## src/rtl/ppadc_consts.svh

```systemverilog
// timing counts, field positions and reset values for the ping-pong cycle
`ifndef PPADC_CONSTS_SVH
`define PPADC_CONSTS_SVH
`define PPADC_CLK_MHZ        100
`define PPADC_WORD_BITS      32
`define PPADC_RES_BITS       24
`define PPADC_SUB_BITS       5
`define PPADC_BIT_PEND       31
`define PPADC_BIT_CHAN       30
`define PPADC_BIT_SIGN       29
`define PPADC_BIT_MSB        28
`define PPADC_NULL_DIV       2560
`define PPADC_CONV_US        1000
`define PPADC_CONV_CYC       (`PPADC_CONV_US * `PPADC_CLK_MHZ)
`define PPADC_ISCK_HALF      8
`define PPADC_RST_CHAN       1'b0
`endif

```

## src/rtl/ppadc_pkg.sv

```systemverilog
// types for the ping-pong converter cycle
package ppadc_pkg;
  typedef enum logic [2:0] {
    PPADC_CONV  = 3'b001,
    PPADC_SLEEP = 3'b010,
    PPADC_DOUT  = 3'b100
  } ppadc_state_t;

  typedef struct packed {
    logic        sign;
    logic [23:0] value;
    logic [4:0]  sub;
  } ppadc_result_t;
endpackage

```

## src/rtl/ppadc_cycle.sv

```systemverilog
// conversion sequencer and 3-wire serial output port
//
// What this block does
// - first conversion uses channel 0, then channels alternate each conversion.
// - cycle repeats conversion, sleep, data output; starts with a conversion.
// - after conversion, sleep while chip select stays high.
// - sleeping keeps the finished result in the shift register indefinitely.
// - chip select low wakes the block into data output.
// - chip select high before first rising clock returns to sleep, result kept.
// - after first rising clock, shift out; chip select high aborts, reconverts.
// - output bit changes on falling clock; host samples on rising clock.
// - data output ends after 32 bits or chip select high after first rising clock; then reconvert.
// - serial data output high impedance from the clock after chip select goes high.
// - in conversion and sleep, chip select low shows the pending status.
// - internal mode drives clock pin only during data output with chip select low, pull-up on in internal mode only; external mode it is input.
// - clock mode taken from clock pin at reset release or chip select fall.
// - frequency input high selects 50Hz null, low selects 60Hz null.
// - external clock on frequency input is system clock, null at f/2560.
// - output word belongs to the conversion that has just finished.
// - no configuration registers; modes come only from pin timing.
// - word is pending, channel, sign, 24-bit result msb first, 5 sub bits.
// - first bit high while converting; second bit high for channel 1.
// - sign and msb both high is overrange, both low underrange.
`timescale 1ns/100ps
`include "ppadc_consts.svh"

module ppadc_cycle #(
  parameter int CONV_CYC = `PPADC_CONV_CYC
) (
  input  wire logic                  i_clk,
  input  wire logic                  i_arst_n,
  input  wire logic                  i_cs_n,
  input  wire logic                  i_sck,
  input  wire logic                  i_notch_freq_select_input,
  input  wire logic                  i_fext_tick,
  input  wire logic                  i_fext_mode,
  input  wire ppadc_pkg::ppadc_result_t i_result,
  output logic                       o_sdo,
  output logic                       o_sdo_oe_n,
  output logic                       o_sck,
  output logic                       o_sck_oe_n,
  output logic                       o_sck_pullup,
  output logic                       o_conv_start,
  output logic                       o_conv_chan,
  output logic                       o_notch_50hz,
  output logic                       o_ext_sysclk,
  output logic [11:0]                o_null_div
);

  ppadc_pkg::ppadc_state_t state_r;
  logic [31:0]  conv_cnt_r;
  logic [31:0]  shift_r;
  logic [5:0]   bit_cnt_r;
  logic         chan_r;
  logic         started_r;
  logic         int_mode_r;
  logic         cs_d_r;
  logic         sck_d_r;
  logic         isck_r;
  logic [3:0]   isck_cnt_r;
  logic         arst_seen_r;
  logic         sck_eff;
  logic         sck_rise;
  logic         sck_fall;
  logic         cs_fall;
  logic         conv_done;
  logic         word_done;

  //////////////////////////////////////////////////////////////////////////
  // clock edges and pin sampling

  // serial clock source follows latched mode
  assign sck_eff  = int_mode_r ? isck_r : i_sck;
  assign sck_rise = sck_eff & ~sck_d_r;
  assign sck_fall = ~sck_eff & sck_d_r;
  assign cs_fall  = ~i_cs_n & cs_d_r;
  assign conv_done = (state_r == ppadc_pkg::PPADC_CONV) &&
                     (conv_cnt_r == 32'(CONV_CYC - 1));
  assign word_done = (state_r == ppadc_pkg::PPADC_DOUT) && started_r &&
                     sck_fall && (bit_cnt_r == 6'(`PPADC_WORD_BITS - 1));

  // edge history registers
  always_ff @(posedge i_clk or negedge i_arst_n) begin
    if (!i_arst_n) begin
      cs_d_r  <= 1'b1;
      sck_d_r <= 1'b1; // idle high level of the host-driven clock pin in external mode
    end else begin
      cs_d_r  <= i_cs_n;
      sck_d_r <= sck_eff;
    end
  end

  // clock mode latch: first edge after reset, then each chip select fall
  always_ff @(posedge i_clk or negedge i_arst_n) begin
    if (!i_arst_n) begin
      arst_seen_r <= 1'b0;
      int_mode_r  <= 1'b0;
    end else begin
      arst_seen_r <= 1'b1;
      if (!arst_seen_r || cs_fall) begin
        int_mode_r <= ~i_sck;
      end
    end
  end

  //////////////////////////////////////////////////////////////////////////
  // internal serial clock divider

  // runs only while internal mode drives an output word
  always_ff @(posedge i_clk or negedge i_arst_n) begin
    if (!i_arst_n) begin
      isck_r     <= 1'b0;
      isck_cnt_r <= 4'h0;
    end else if (int_mode_r && !i_cs_n &&
                 state_r == ppadc_pkg::PPADC_DOUT) begin
      if (isck_cnt_r == 4'(`PPADC_ISCK_HALF - 1)) begin
        isck_cnt_r <= 4'h0;
        isck_r     <= ~isck_r;
      end else begin
        isck_cnt_r <= isck_cnt_r + 4'h1;
      end
    end else begin
      isck_r     <= 1'b0;
      isck_cnt_r <= 4'h0;
    end
  end

  //////////////////////////////////////////////////////////////////////////
  // cycle state machine

  // conversion, sleep, data output
  always_ff @(posedge i_clk or negedge i_arst_n) begin
    if (!i_arst_n) begin
      state_r <= ppadc_pkg::PPADC_CONV;
    end else begin
      unique case (state_r)
        ppadc_pkg::PPADC_CONV: begin
          if (conv_done) begin
            state_r <= ppadc_pkg::PPADC_SLEEP;
          end
        end
        ppadc_pkg::PPADC_SLEEP: begin
          if (!i_cs_n) begin
            state_r <= ppadc_pkg::PPADC_DOUT;
          end
        end
        ppadc_pkg::PPADC_DOUT: begin
          if (i_cs_n) begin
            state_r <= started_r ? ppadc_pkg::PPADC_CONV
                                 : ppadc_pkg::PPADC_SLEEP;
          end else if (word_done) begin
            state_r <= ppadc_pkg::PPADC_CONV;
          end
        end
      endcase
    end
  end

  // conversion timer, base rate from the system or external clock
  always_ff @(posedge i_clk or negedge i_arst_n) begin
    if (!i_arst_n) begin
      conv_cnt_r <= 32'h0000_0000;
    end else if (state_r != ppadc_pkg::PPADC_CONV) begin
      conv_cnt_r <= 32'h0000_0000;
    end else if (!i_fext_mode || i_fext_tick) begin
      conv_cnt_r <= conv_cnt_r + 32'h0000_0001;
    end
  end

  // channel alternation at word end or late deselect, before the next conversion
  always_ff @(posedge i_clk or negedge i_arst_n) begin
    if (!i_arst_n) begin
      chan_r <= `PPADC_RST_CHAN;
    end else if (state_r == ppadc_pkg::PPADC_DOUT &&
                 (word_done || (i_cs_n && started_r))) begin
      chan_r <= ~chan_r;
    end
  end

  //////////////////////////////////////////////////////////////////////////
  // output shift register

  // load on conversion end, hold in sleep, shift on falling clock
  always_ff @(posedge i_clk or negedge i_arst_n) begin
    if (!i_arst_n) begin
      shift_r   <= 32'h0000_0000;
      bit_cnt_r <= 6'h00;
      started_r <= 1'b0;
    end else if (conv_done) begin
      shift_r   <= {1'b0, chan_r, i_result.sign, i_result.value,
                    i_result.sub};
      bit_cnt_r <= 6'h00;
      started_r <= 1'b0;
    end else if (state_r == ppadc_pkg::PPADC_DOUT && !i_cs_n) begin
      if (sck_rise) begin
        started_r <= 1'b1;
      end
      if (started_r && sck_fall) begin
        shift_r   <= {shift_r[30:0], 1'b0};
        bit_cnt_r <= bit_cnt_r + 6'h01;
      end
    end else if (state_r != ppadc_pkg::PPADC_DOUT) begin
      started_r <= 1'b0;
    end
  end

  //////////////////////////////////////////////////////////////////////////
  // pin drivers

  // data pin: status outside output state, tri-state when deselected
  always_ff @(posedge i_clk or negedge i_arst_n) begin
    if (!i_arst_n) begin
      o_sdo      <= 1'b1;
      o_sdo_oe_n <= 1'b1;
    end else begin
      o_sdo_oe_n <= i_cs_n;
      if (state_r == ppadc_pkg::PPADC_DOUT) begin
        o_sdo <= shift_r[`PPADC_BIT_PEND];
      end else begin
        o_sdo <= (state_r == ppadc_pkg::PPADC_CONV);
      end
    end
  end

  // clock pin direction and pull-up
  assign o_sck        = isck_r;
  assign o_sck_oe_n   = ~(int_mode_r && !i_cs_n &&
                          state_r == ppadc_pkg::PPADC_DOUT);
  assign o_sck_pullup = int_mode_r;

  // analog side controls, from cycle state, channel register and pins
  assign o_conv_start = (state_r == ppadc_pkg::PPADC_CONV) &&
                        (conv_cnt_r == 32'h0000_0000);
  assign o_conv_chan  = chan_r;
  assign o_notch_50hz = i_notch_freq_select_input;
  assign o_ext_sysclk = i_fext_mode;
  assign o_null_div   = 12'(`PPADC_NULL_DIV);
endmodule // ppadc_cycle

```

## config.mk

```make
export PLATFORM = sky130hd
export DESIGN_NAME = ppadc_cycle
export DESIGN_NICKNAME = d
export VERILOG_FILES = /design/src/rtl/ppadc_pkg.sv /design/src/rtl/ppadc_cycle.sv
export VERILOG_INCLUDE_DIRS = /design/src /design/src/rtl
export SDC_FILE = /design/constraint.sdc
export NUM_CORES = 1
export LEC_CHECK = 0
export BUFFER_PORTS_ARGS = -buffer_cell sky130_fd_sc_hd__buf_2
export CAP_MARGIN = 25
export CORE_UTILIZATION = 40
export DETAILED_ROUTE_END_ITERATION = 8
export GPL_TIMING_DRIVEN = 1
export PLACE_DENSITY = 0.65
export SLEW_MARGIN = 30
export SYNTH_ARGS = -nofsm -noshare
export SYNTH_HDL_FRONTEND = slang
export SYNTH_SLANG_ARGS = --single-unit
```

## constraint.sdc

```tcl
create_clock -name i_clk -period 2.6 [get_ports i_clk]
set_input_delay 0.26 -clock i_clk [delete_from_list [all_inputs] [get_ports i_clk]]
set_output_delay 0.26 -clock i_clk [all_outputs]
set_load 0.02 [all_outputs]
```

* Word-level counts from Yosys, hierarchy flattened
Index checks and enable logic that the tools add are counted.
** Cells by class
- Multipliers :: 0
- Equality and inequality tests :: 13
- Div/mod/pow operators :: 0
- Add/subtract/negate cells :: 3
- Shifts and indexed selects :: 0
- Bitwise logic cells :: 10
- Multiplexer cells :: 24
- Magnitude comparators :: 0
- Reductions and logical operators :: 25
** Operators with widths (number)
- two-way mux 32 bit :: 5
- adder 32 x 1 -> 32 bit, second input constant :: 1
- == test 32 x 17 -> 1 bit, second input constant :: 1
- zero test 32 bit :: 1
- two-way mux 6 bit :: 3
- two-way mux 3 bit :: 4
- logical AND 1 bit :: 11
- inequality test 3 bit, second input constant :: 3
- case mux 3 bit (3 select lines) :: 1
- two-way mux 1 bit :: 8
- two-way mux 4 bit :: 2
- inverter 1 bit :: 7
- adder 6 x 1 -> 6 bit, second input constant :: 1
- == test 6 x 5 -> 1 bit, second input constant :: 1
- nonzero test 2 bit :: 3
- adder 4 x 1 -> 4 bit, second input constant :: 1
- == test 4 x 3 -> 1 bit, second input constant :: 1
- inequality test 2 bit, second input constant :: 2
- AND reduction 2 bit :: 2
- bitwise AND 1 bit :: 3
- == test 3 x 1 -> 1 bit, second input constant :: 1
- == test 3 x 2 -> 1 bit, second input constant :: 1
- == test 3 bit, second input constant :: 1
- zero test 1 bit :: 3
- 6 further kinds :: 8
** Word-level totals
- Input port bits :: 37
- Bits in registers :: 85
- Word-level logic and storage cells :: 88
- Output and inout port bits :: 21
- Latch bits :: 0
- Memories :: 0
- RAM bits :: 0
- ROM bits :: 0

* Longest topological paths before layout
Gate-level depths: netlist of run 1.
- Word-level depth :: 8
- Gate-level depth with buffers :: 7
- Gate-level depth less buffers :: 5

* Worst setup path before layout of run 1
OpenSTA, ideal clock, no wires.
- Path type :: reg-to-output
- Start :: register state_r[0]
- End :: output o_conv_start
- Cell stages (with the launch flop) :: 6
- Data required time :: 2340 ps
- Path slack :: 501 ps
- Arrival :: 1839 ps
- Path buffers :: 1
- Cell sequence :: dfstp_2 > or3b_1 > clkbuf_8 > nor4_1 > nand4b_1 > nor3_1
** Between the ends
- Cells in the longest elaborated chain, start to end :: 2
** Ends and longest elaborated chain
- start: declaration :: RTL line ppadc_cycle.sv:50 : ppadc_pkg::ppadc_state_t state_r;
- start signal: assignment :: RTL line ppadc_cycle.sv:134 : state_r <= ppadc_pkg::PPADC_CONV;
- start signal: assignment :: RTL line ppadc_cycle.sv:139 : state_r <= ppadc_pkg::PPADC_SLEEP;
- start signal: assignment :: RTL line ppadc_cycle.sv:144 : state_r <= ppadc_pkg::PPADC_DOUT;
- == test 3 x 1 -> 1 bit :: RTL line ppadc_cycle.sv:232 : assign o_conv_start = (state_r == ppadc_pkg::PPADC_CONV) &&
- logical AND 1 bit :: RTL line ppadc_cycle.sv:232
- end: declaration :: RTL line ppadc_cycle.sv:43 : output logic o_conv_start,
Every way passes these cells.

* Final worst setup path of run 1
Ends and elaborated chain as after synthesis.

==> results.json, run 1 <==
{
  "outcome": "completed",
  "row_count": 39,
  "yosys_warnings": 0,
  "yosysSeqAreaShare_pct": 45.5,
  "tightest_slew_ns": 0.722,
  "post-route-cell-area_um2": 5310,
  "synth_edf_count": 0,
  "finalSetupTns_ns": 0,
  "min_period_ns": 2.44,
  "leakagePower_nw": 2.10,
  "wire_per_inst_um": 15.1,
  "wl_um": 9670,
  "finClkSkew_ns": 0.00900,
  "startpoint": "state_r[0]",
  "viasPerCell": 5.58,
  "cts_num_sinks": 85,
  "crit_required_ns": 2.34,
  "gp_congestion": 0.810,
  "ff2ff_setup_slack_ns": 0.35,
  "ys_types": 47,
  "start_kind": "flip-flop",
  "ir_drop_mv": 0.351,
  "pwr-share-clk_pct": 48.2,
  "synth_ff_type": "dfrtp_1",
  "io_pins": 58,
  "fmax_ghz": 0.410,
  "grt_busiest_layer": "met2",
  "pwr-share-comb_pct": 5.3,
  "power_density_nw_per_um2": 552,
  "clkTransAtPathRegs_ns": 0.06,
  "hold_class": "input pin to flip-flop",
  "numCtsBuffers": 9,
  "area_growth_pct": 13.3,
  "route.detailed.drc": 0,
  "place_area_um2": 4960,
  "antenna_found_initial": 0,
  "totalPowerFinal_mw": 2.93,
  "post-route-util_pct": 46.5,
  "core_um2": 11400,
  "r2r-end": "shift_r[10]",
  "switching_power_uw": 672,
  "grt_pass1_wl_um": 16200,
  "die_h_um": 110,
  "root_buffer": "clkbuf_16",
  "maxCapViolations": 0,
  "setup_viol": 0,
  "seqPwrFrac_pct": 46.5,
  "async_flop_share_pct": 100,
  "clk_latency_ns": 0.34,
  "hpwl_um": 6550,
  "final-hold-violation-count": 0,
  "netlist_instances": 455,
  "crit_path_max_incr_delay_ns": 0.59,
  "timing.rr.start": "conv_cnt_r[12]",
  "syn-cell-area_um2": 4680,
  "hold_path_depth": 1,
  "portBuffers": 43,
  "ant_nets": 0,
  "die_area_um2": 12100,
  "grt_use_met2_pct": 27.7,
  "drt_iter0_markers": 162,
  "first_global_vias": 3396,
  "crit_chain": "or3b_1 -> nor4_2 -> nand4b_1 -> nor3_1 -> buf_2",
  "cp-end-kind": "output port",
  "grtUsageMet3_pct": 3.12,
  "grt_max_degree": 47,
  "ys_ff_latch": 85,
  "htree_levels": 3,
  "path_class": "flip-flop to output port",
  "layout-drive-gt1-share_pct": 18.0,
  "num-nets-final": 535,
  "crit_path_end": "o_conv_start",
  "fin_crit_sh_pct": 93.7,
  "grt_setup_unrepaired": "false",
  "syn_avg_cell_area_um2": 10.3,
  "cp_max_fo": 8,
  "grt-ovfl-total": 0,
  "die_w_um": 110,
  "swShare_pct": 23.0,
  "firstDrtPassIters": 4,
  "clock_path_buffers": 2,
  "cts_tree": "built",
  "critPathSlowestCell": "dfstp_2",
  "crit_arrival_ns": 2.18,
  "antenna_cells": 0,
  "p_int_mw": 2.25,
  "r2r_cells": 6,
  "grt_use_total_pct": 17.0,
  "maxSlewViolCount": 0,
  "initial_utilization_pct": 41.0,
  "max_slew_margin_pct": 51.2,
  "met1_usage_pct": 22.7,
  "vias": 3584
}
[stage by stage]
step	setup WS [ns]	hold WS [ns]	instances
after CTS	0.112	0.0901	642
after global routing	0.0495	0.0936	642
after detailed placement	0.354	0.272	625
after global placement	0.376	0.270	625
final	0.164	0.0981	642
after floorplan	0.501	-0.0356	466
[power groups by stage]
stage	logic, mW	clock network (mW)	registers [mW]
final	0.156	1.41	1.36
after floorplan	0.0975	0	1.38
after CTS	0.160	1.44	1.36
after global placement	0.155	0	1.38
after global routing	0.178	1.50	1.36
after detailed placement	0.158	0	1.38
[layout make-up]
| class | instances | area [um2] |
|---|---|---|
| clock buffer | 9 | 225 |
| clock inverter | 7 | 103 |
| fill | 1087 | 6110 |
| inverter | 6 | 22.5 |
| multi-input combinational | 335 | 2290 |
| sequential | 85 | 2130 |
| tap | 143 | 179 |
| timing repair buffer | 57 | 350 |
[kinds of logic after synthesis]
kind of cell             Yosys count  synth area share (%)
AND/OR/NAND/NOR                  148                  18.6
AO/OA/AOI/OAI                     89                  10.8
flip-flops                        85                  45.5
multiplexers                      67                  14.4
buffers and inverters             46                  6.81
XOR/XNOR                          14                  2.62
adder cells (fa/ha/maj)            4                  1.07
other                              2                 0.160
[state kept, by name, indices dropped and copies added (netlist names)]
name and cells:
started_r 1, bit_cnt_r 6, o_sck 1, o_sck_pullup 1, shift_r 32, o_conv_chan 1
isck_cnt_r 4, sck_d_r 1, state_r 3, conv_cnt_r 32, arst_seen_r 1, o_sdo_oe_n 1
o_sdo 1
[placed cells by master (no fill, tap or decap), drive strengths merged, types with 3 or more instances in the layout]
cell type / instances
a21oi: 55
and2: 3
and3: 5
and4: 6
buf: 56
clkbuf: 9
conb: 13
dfrtp: 81
dfstp: 4
ha: 4
inv: 9
mux2: 3
mux2i: 64
nand2: 21
nand2b: 5
nand3: 16
nand4: 15
nor2: 20
nor2b: 5
nor3: 8
nor4: 13
o211ai: 3
o21ai: 11
o31ai: 14
or3: 7
or4: 18
xnor2: 8
xor2: 6
[synth_stat cells, types with 4 or more instances]
master / instances / area share (%)
dfstp_2: 4 / 2.2
buf_2: 8 / 0.85
dfrtp_1: 81 / 43
or4_1: 16 / 2.6
buf_6: 5 / 1.2
nand2b_1: 5 / 0.67
nor4_1: 12 / 1.6
nand3_1: 15 / 1.6
clkbuf_1: 4 / 0.32
buf_4: 21 / 3.4
nor2b_1: 5 / 0.67
mux2i_1: 64 / 14
ha_1: 4 / 1.1
nor2_1: 20 / 1.6
xnor2_1: 8 / 1.5
nor3_1: 8 / 0.85
and4_1: 6 / 1.1
o31ai_1: 14 / 2.2
inv_1: 6 / 0.48
nand2_1: 21 / 1.7
o21ai_0: 11 / 1.2
nand4_1: 15 / 2.0
or3_1: 5 / 0.67
xor2_1: 6 / 1.1
a21oi_1: 55 / 5.9
[routing by layer]
layer  part of all wire, %  wire [um]  up-vias
li1                      -          -     1745
met1                    46       4490     1754
met3                   3.5        343       10
met2                    49       4770       75
met5                     0          0        -
met4                  0.70         68        0
[worst max-delay path, delay by kind of cell, from the launching register on]
family	cells	cell delay, ns
buffers and inverters	1	0.22
AND/OR/NAND/NOR	4	1.03
flip-flops	1	0.59
[how the worst min path moves through the flow]
| stage | start | to | slack, ns |
|---|---|---|---|
| after floorplan | i_arst_n | arst_seen_r | -0.04 |
| after global placement | i_arst_n | isck_cnt_r[2] | 0.27 |
| after detailed placement | i_arst_n | isck_cnt_r[3] | 0.27 |
| after CTS | i_cs_n | o_sdo_oe_n | 0.09 |
| after global routing | i_cs_n | o_sdo_oe_n | 0.09 |
| final | i_cs_n | o_sdo_oe_n | 0.1 |
[what timing repair did]
item	in CTS	in global routing
hold buffers	1	0
hold endpoints to repair	37	0
buffers inserted	0	0
endpoints found under the setup margin	0	1
gates resized for setup	0	1
Power figures use the tool's default switching activity.
==> run 2, diff against run 1 <==
Settings changed: CORE_UTILIZATION 40 to 58, PLACE_DENSITY 0.65 to 0.9.
==> results.json, run 2 (synthesis gave the netlist of run 1 again) <==
{
  "outcome": "completed",
  "maxCapViolations": 0,
  "fmax_ghz": 0.404,
  "finClkSkew_ns": 0.0135,
  "maxSlewViolCount": 0,
  "die_area_um2": 8440,
  "hold_class": "input pin to flip-flop",
  "num-nets-final": 533,
  "route.detailed.drc": 0,
  "drt_iter0_markers": 199,
  "grt-ovfl-total": 0,
  "wl_um": 9620,
  "root_buffer": "clkbuf_8",
  "hold_path_depth": 1,
  "grt_max_degree": 60,
  "clk_latency_ns": 0.37,
  "min_period_ns": 2.47,
  "finalSetupTns_ns": 0,
  "post-route-util_pct": 66.0,
  "cts_num_sinks": 85,
  "grt_setup_unrepaired": "false",
  "min_to": "o_sdo_oe_n",
  "die_h_um": 91.9,
  "cp_max_fo": 8,
  "ff2ff_setup_slack_ns": 0.30,
  "ant_nets": 0,
  "post-route-cell-area_um2": 5130,
  "worstHoldStart": "i_cs_n",
  "antenna_cells": 0,
  "reg_top3": "conv_cnt_r x32, shift_r x32, bit_cnt_r x6",
  "r2r-end": "shift_r[2]",
  "crit_required_ns": 2.34,
  "final-hold-violation-count": 0,
  "core_um2": 7770,
  "cp-end-kind": "output port",
  "clock_path_buffers": 2,
  "final_cell_mix": "dfrtp_1, mux2i_1, a21oi_1",
  "gp_congestion": 0.892,
  "final_common_cell": "dfrtp_1",
  "antenna_found_initial": 0,
  "post_cts_buffers": 0,
  "crit_arrival_ns": 2.21,
  "area_growth_pct": 9.51,
  "num-fill-cells": 588,
  "start_kind": "flip-flop",
  "max_slew_margin_pct": 52.6,
  "placedCellCount": 582,
  "grt_use_total_pct": 24.1,
  "finalNonFillerCells": 599,
  "timing.rr.start": "conv_cnt_r[19]",
  "totalPowerFinal_mw": 2.50,
  "place_area_um2": 4910,
  "io_pins": 58,
  "row_count": 32,
  "die_w_um": 91.9,
  "cts_tree": "built",
  "viasPerCell": 6.17,
  "initial_utilization_pct": 60.3,
  "setup_viol": 0,
  "preCtsSetupSlack_ns": 0.383,
  "first_global_vias": 3542,
  "wire_per_inst_um": 16.1,
  "path_class": "flip-flop to output port",
  "power_density_nw_per_um2": 487,
  "r2r_cells": 6,
  "hpwl_um": 6340,
  "htree_levels": 3,
  "fin_crit_sh_pct": 95.1,
  "whs_ns": 0.0472,
  "portBuffers": 43,
  "vias": 3693,
  "grt_pass1_wl_um": 16200,
  "numCtsBuffers": 9,
  "clkTransAtPathRegs_ns": 0.09,
  "firstDrtPassIters": 5,
  "layout-drive-gt1-share_pct": 17.7,
  "layout_setup_ws_ns": 0.128,
  "tightest_slew_ns": 0.702,
  "leakagePower_nw": 2.04,
  "ir_drop_mv": 0.399
}
## run 2: cell count changes in the layout (fill, tap and decap cells not counted), sizes merged
cell,before,now
clkinv,1,4
buf,56,54
inv,9,7
bufinv,2,1
## run 2: worst max path at each step
stage                        start      endpoint  cells after the start
CTS                     state_r[0]  o_conv_start                      5
detailed placement      state_r[1]   shift_r[18]                      5
finish                  state_r[0]  o_conv_start                      5
floorplan               state_r[0]  o_conv_start                      5
global placement    conv_cnt_r[26]    shift_r[5]                      6
global route            state_r[0]  o_conv_start                      5
## run 2: area by class of cell
class | count | area (um2) | share of cell area [%]
timing repair buffer | 55 | 348 | 6.78
tap | 102 | 128 | 2.49
clock buffer | 9 | 124 | 2.41
sequential | 85 | 2130 | 41.6
inverter | 6 | 22.5 | 0.439
multi-input combinational | 335 | 2290 | 44.7
clock inverter | 7 | 85.1 | 1.66
## run 2: where the power goes
part | leakage, nW | total, mW | internal (mW) | switching [mW]
combinational | 0.774 | 0.159 | 0.0627 | 0.0962
clock | 0.103 | 0.982 | 0.457 | 0.526
sequential | 1.16 | 1.36 | 1.34 | 0.0219
total | 2.04 | 2.50 | 1.86 | 0.644
## run 2: routing by layer
layer	wire, um	track usage [%]	vias up
li1	-	-	1741
met1	4100	30.7	1800
met2	4800	39.5	132
met3	485	3.98	20
met4	239	12.6	0
met5	0	0	-
## run 2: worst max-delay path, cell delays in order (launching register included)
cell,delay (ns)
dfstp_2,0.60
or3b_4,0.44
nor4_1,0.19
nand4b_1,0.15
nor3_1,0.25
buf_2,0.21
## run 2: what timing repair did
action | CTS | global route
hold buffers | 1 | 0
setup endpoints to repair | 0 | 1
hold endpoints to repair | 27 | 0
gates resized for setup | 0 | 1
==> run 3, diff against run 2 <==
Settings changed: ABC_AREA set to 1.
==> results.json, run 3 <==
{
  "post_cts_buffers": 0,
  "outcome": "completed",
  "synth_ff_type": "dfrtp_1",
  "finClkSkew_ns": 0.0148,
  "preCtsSetupSlack_ns": 0.716,
  "wire_per_inst_um": 13.1,
  "clock_path_buffers": 2,
  "power_density_nw_per_um2": 492,
  "drt_iter0_markers": 359,
  "min_period_ns": 2.15,
  "finalNonFillerCells": 775,
  "tightest_slew_ns": 0.769,
  "synth_largest_area_cell": "dfrtp_1",
  "ff2ff_setup_slack_ns": 0.66,
  "path_class": "flip-flop to output port",
  "initial_utilization_pct": 60.7,
  "first_global_vias": 3925,
  "ir_drop_mv": 0.500,
  "syn_avg_cell_area_um2": 7.53,
  "fin_crit_sh_pct": 82.5,
  "viasPerCell": 5.46,
  "crit_path_max_incr_delay_ns": 0.46,
  "route.detailed.drc": 0,
  "num-fill-cells": 618,
  "whs_ns": 0.0212,
  "multi_input_area_um2": 2190,
  "fmax_ghz": 0.466,
  "syn-cell-area_um2": 4740,
  "yosysMostFrequentCell": "nand2_1",
  "synth_common_cells": "nand2_1, nor2_1, dfrtp_1",
  "timing.rr.start": "conv_cnt_r[0]",
  "cp_max_fo": 4,
  "place_area_um2": 4950,
  "worstHoldStart": "i_cs_n",
  "die_area_um2": 8530,
  "clk_latency_ns": 0.37,
  "r2r-end": "shift_r[13]",
  "cp-end-kind": "output port",
  "antenna_cells": 0,
  "layout-drive-gt1-share_pct": 15.5,
  "r2r_cells": 10,
  "ys_ff_latch": 85,
  "yosys_warnings": 0,
  "final_common_cell": "nand2_1",
  "die_w_um": 92.4,
  "firstDrtPassIters": 7,
  "synth.top_cell.area_share_pct": 42.8,
  "netlist_instances": 629,
  "reg_top3": "conv_cnt_r x32, shift_r x32, bit_cnt_r x6",
  "num-nets-final": 710,
  "area_growth_pct": 8.82,
  "hold_class": "input pin to flip-flop",
  "cts_tree": "built",
  "setup_viol": 0,
  "root_buffer": "clkbuf_8",
  "wl_um": 10200,
  "maxSlewViolCount": 0,
  "synth_edf_count": 0,
  "clkTransAtPathRegs_ns": 0.08,
  "start_kind": "flip-flop",
  "synth.area.top_cells": "dfrtp_1, nand2_1, nor2_1",
  "crit_chain": "nor4_1 -> nand4_1 -> nor3_1 -> buf_2",
  "ctsResizeCount": 0,
  "hpwl_um": 7020,
  "row_count": 32,
  "maxCapViolations": 0,
  "htree_levels": 3,
  "grt_max_degree": 86,
  "crit_required_ns": 2.34,
  "async_flop_share_pct": 100,
  "yosysSeqAreaShare_pct": 45.0,
  "die_h_um": 92.4,
  "layout_setup_ws_ns": 0.454,
  "grt_use_total_pct": 25.2,
  "grt_pass1_wl_um": 17000,
  "post-route-cell-area_um2": 5150,
  "placedCellCount": 759,
  "gp_congestion": 0.914,
  "final_cell_mix": "nand2_1, nor2_1, dfrtp_1",
  "final-hold-violation-count": 0,
  "ys_types": 36,
  "crit_arrival_ns": 1.89,
  "core_um2": 7810,
  "min_to": "o_sdo_oe_n",
  "vias": 4228,
  "critPathSlowestCell": "nor4_1",
  "ant_nets": 0,
  "numCtsBuffers": 9,
  "io_pins": 58,
  "regArea_um2": 2130,
  "max_slew_margin_pct": 48.8,
  "portBuffers": 43,
  "finalSetupTns_ns": 0,
  "grt_setup_unrepaired": "false",
  "leakagePower_nw": 2.65,
  "antenna_found_initial": 0,
  "hold_path_depth": 1,
  "cts_num_sinks": 85,
  "grt-ovfl-total": 0
}
[run 3: worst max-delay path, delay by kind of cell, from the launching register on]
family	cells	cell delay [ns]
buf+inv	1	0.23
simple gates	3	0.88
flops	1	0.42
[run 3: area by class of cell]
cell class | count | area share (%)
repair buffers | 50 | 5.37
clock inverters | 6 | 1.41
multi-input cells | 462 | 42.5
flip-flops and latches | 85 | 41.4
well taps | 102 | 2.48
clock buffers | 9 | 2.40
inverters | 61 | 4.49
[run 3: repair_timing]
action                                  in CTS  in global routing
endpoints found under the setup margin       0                  0
hold endpoints to repair                    81                  0
hold buffers                                 1                  0
[run 3: how the worst max path moves through the flow]
stage                   startpoint      endpoint  slack (ns)  cells after the start
detailed placement   conv_cnt_r[0]   shift_r[13]        0.72                     10
finish              conv_cnt_r[10]  o_conv_start        0.45                      4
global route        conv_cnt_r[10]  o_conv_start        0.33                      4
global placement     conv_cnt_r[0]    shift_r[7]        0.80                     10
CTS                 conv_cnt_r[14]  o_conv_start        0.50                      6
floorplan               state_r[0]  o_conv_start        0.75                      5
[run 3: per-layer routing]
| metal | global-route usage [%] | share of wire (%) |
|---|---|---|
| met1 | 32.1 | 43 |
| met2 | 40.7 | 49 |
| met3 | 5.50 | 6.8 |
| met4 | 12.0 | 1.8 |
| met5 | 0 | 0 |
[run 3: power breakdown]
group	switching (mW)	internal [mW]	total, mW
Combinational	0.142	0.0645	0.207
Clock	0.511	0.449	0.960
Sequential	0.0202	1.35	1.37
Total	0.674	1.86	2.54
[run 3: cells by family (layout without fill, tap and decap cells)]
| kind of cell | Yosys count | in the layout | share of synthesized area (%) |
|---|---|---|---|
| simple gates | 399 | 399 | 38.5 |
| compound gates | 40 | 40 | 4.49 |
| flops | 85 | 85 | 45.0 |
| fa+ha+maj | 4 | 4 | 1.06 |
| other cells | 2 | 13 | 0.159 |
| buf+inv | 93 | 126 | 9.62 |
| xor+xnor | 6 | 6 | 1.11 |
[run 3: metrics by stage]
step	power, mW	util [%]
CTS	2.55	66.0
global route	2.63	66.0
global placement	1.59	63.3
detailed placement	1.60	63.4
finish	2.54	66.0
floorplan	1.53	-
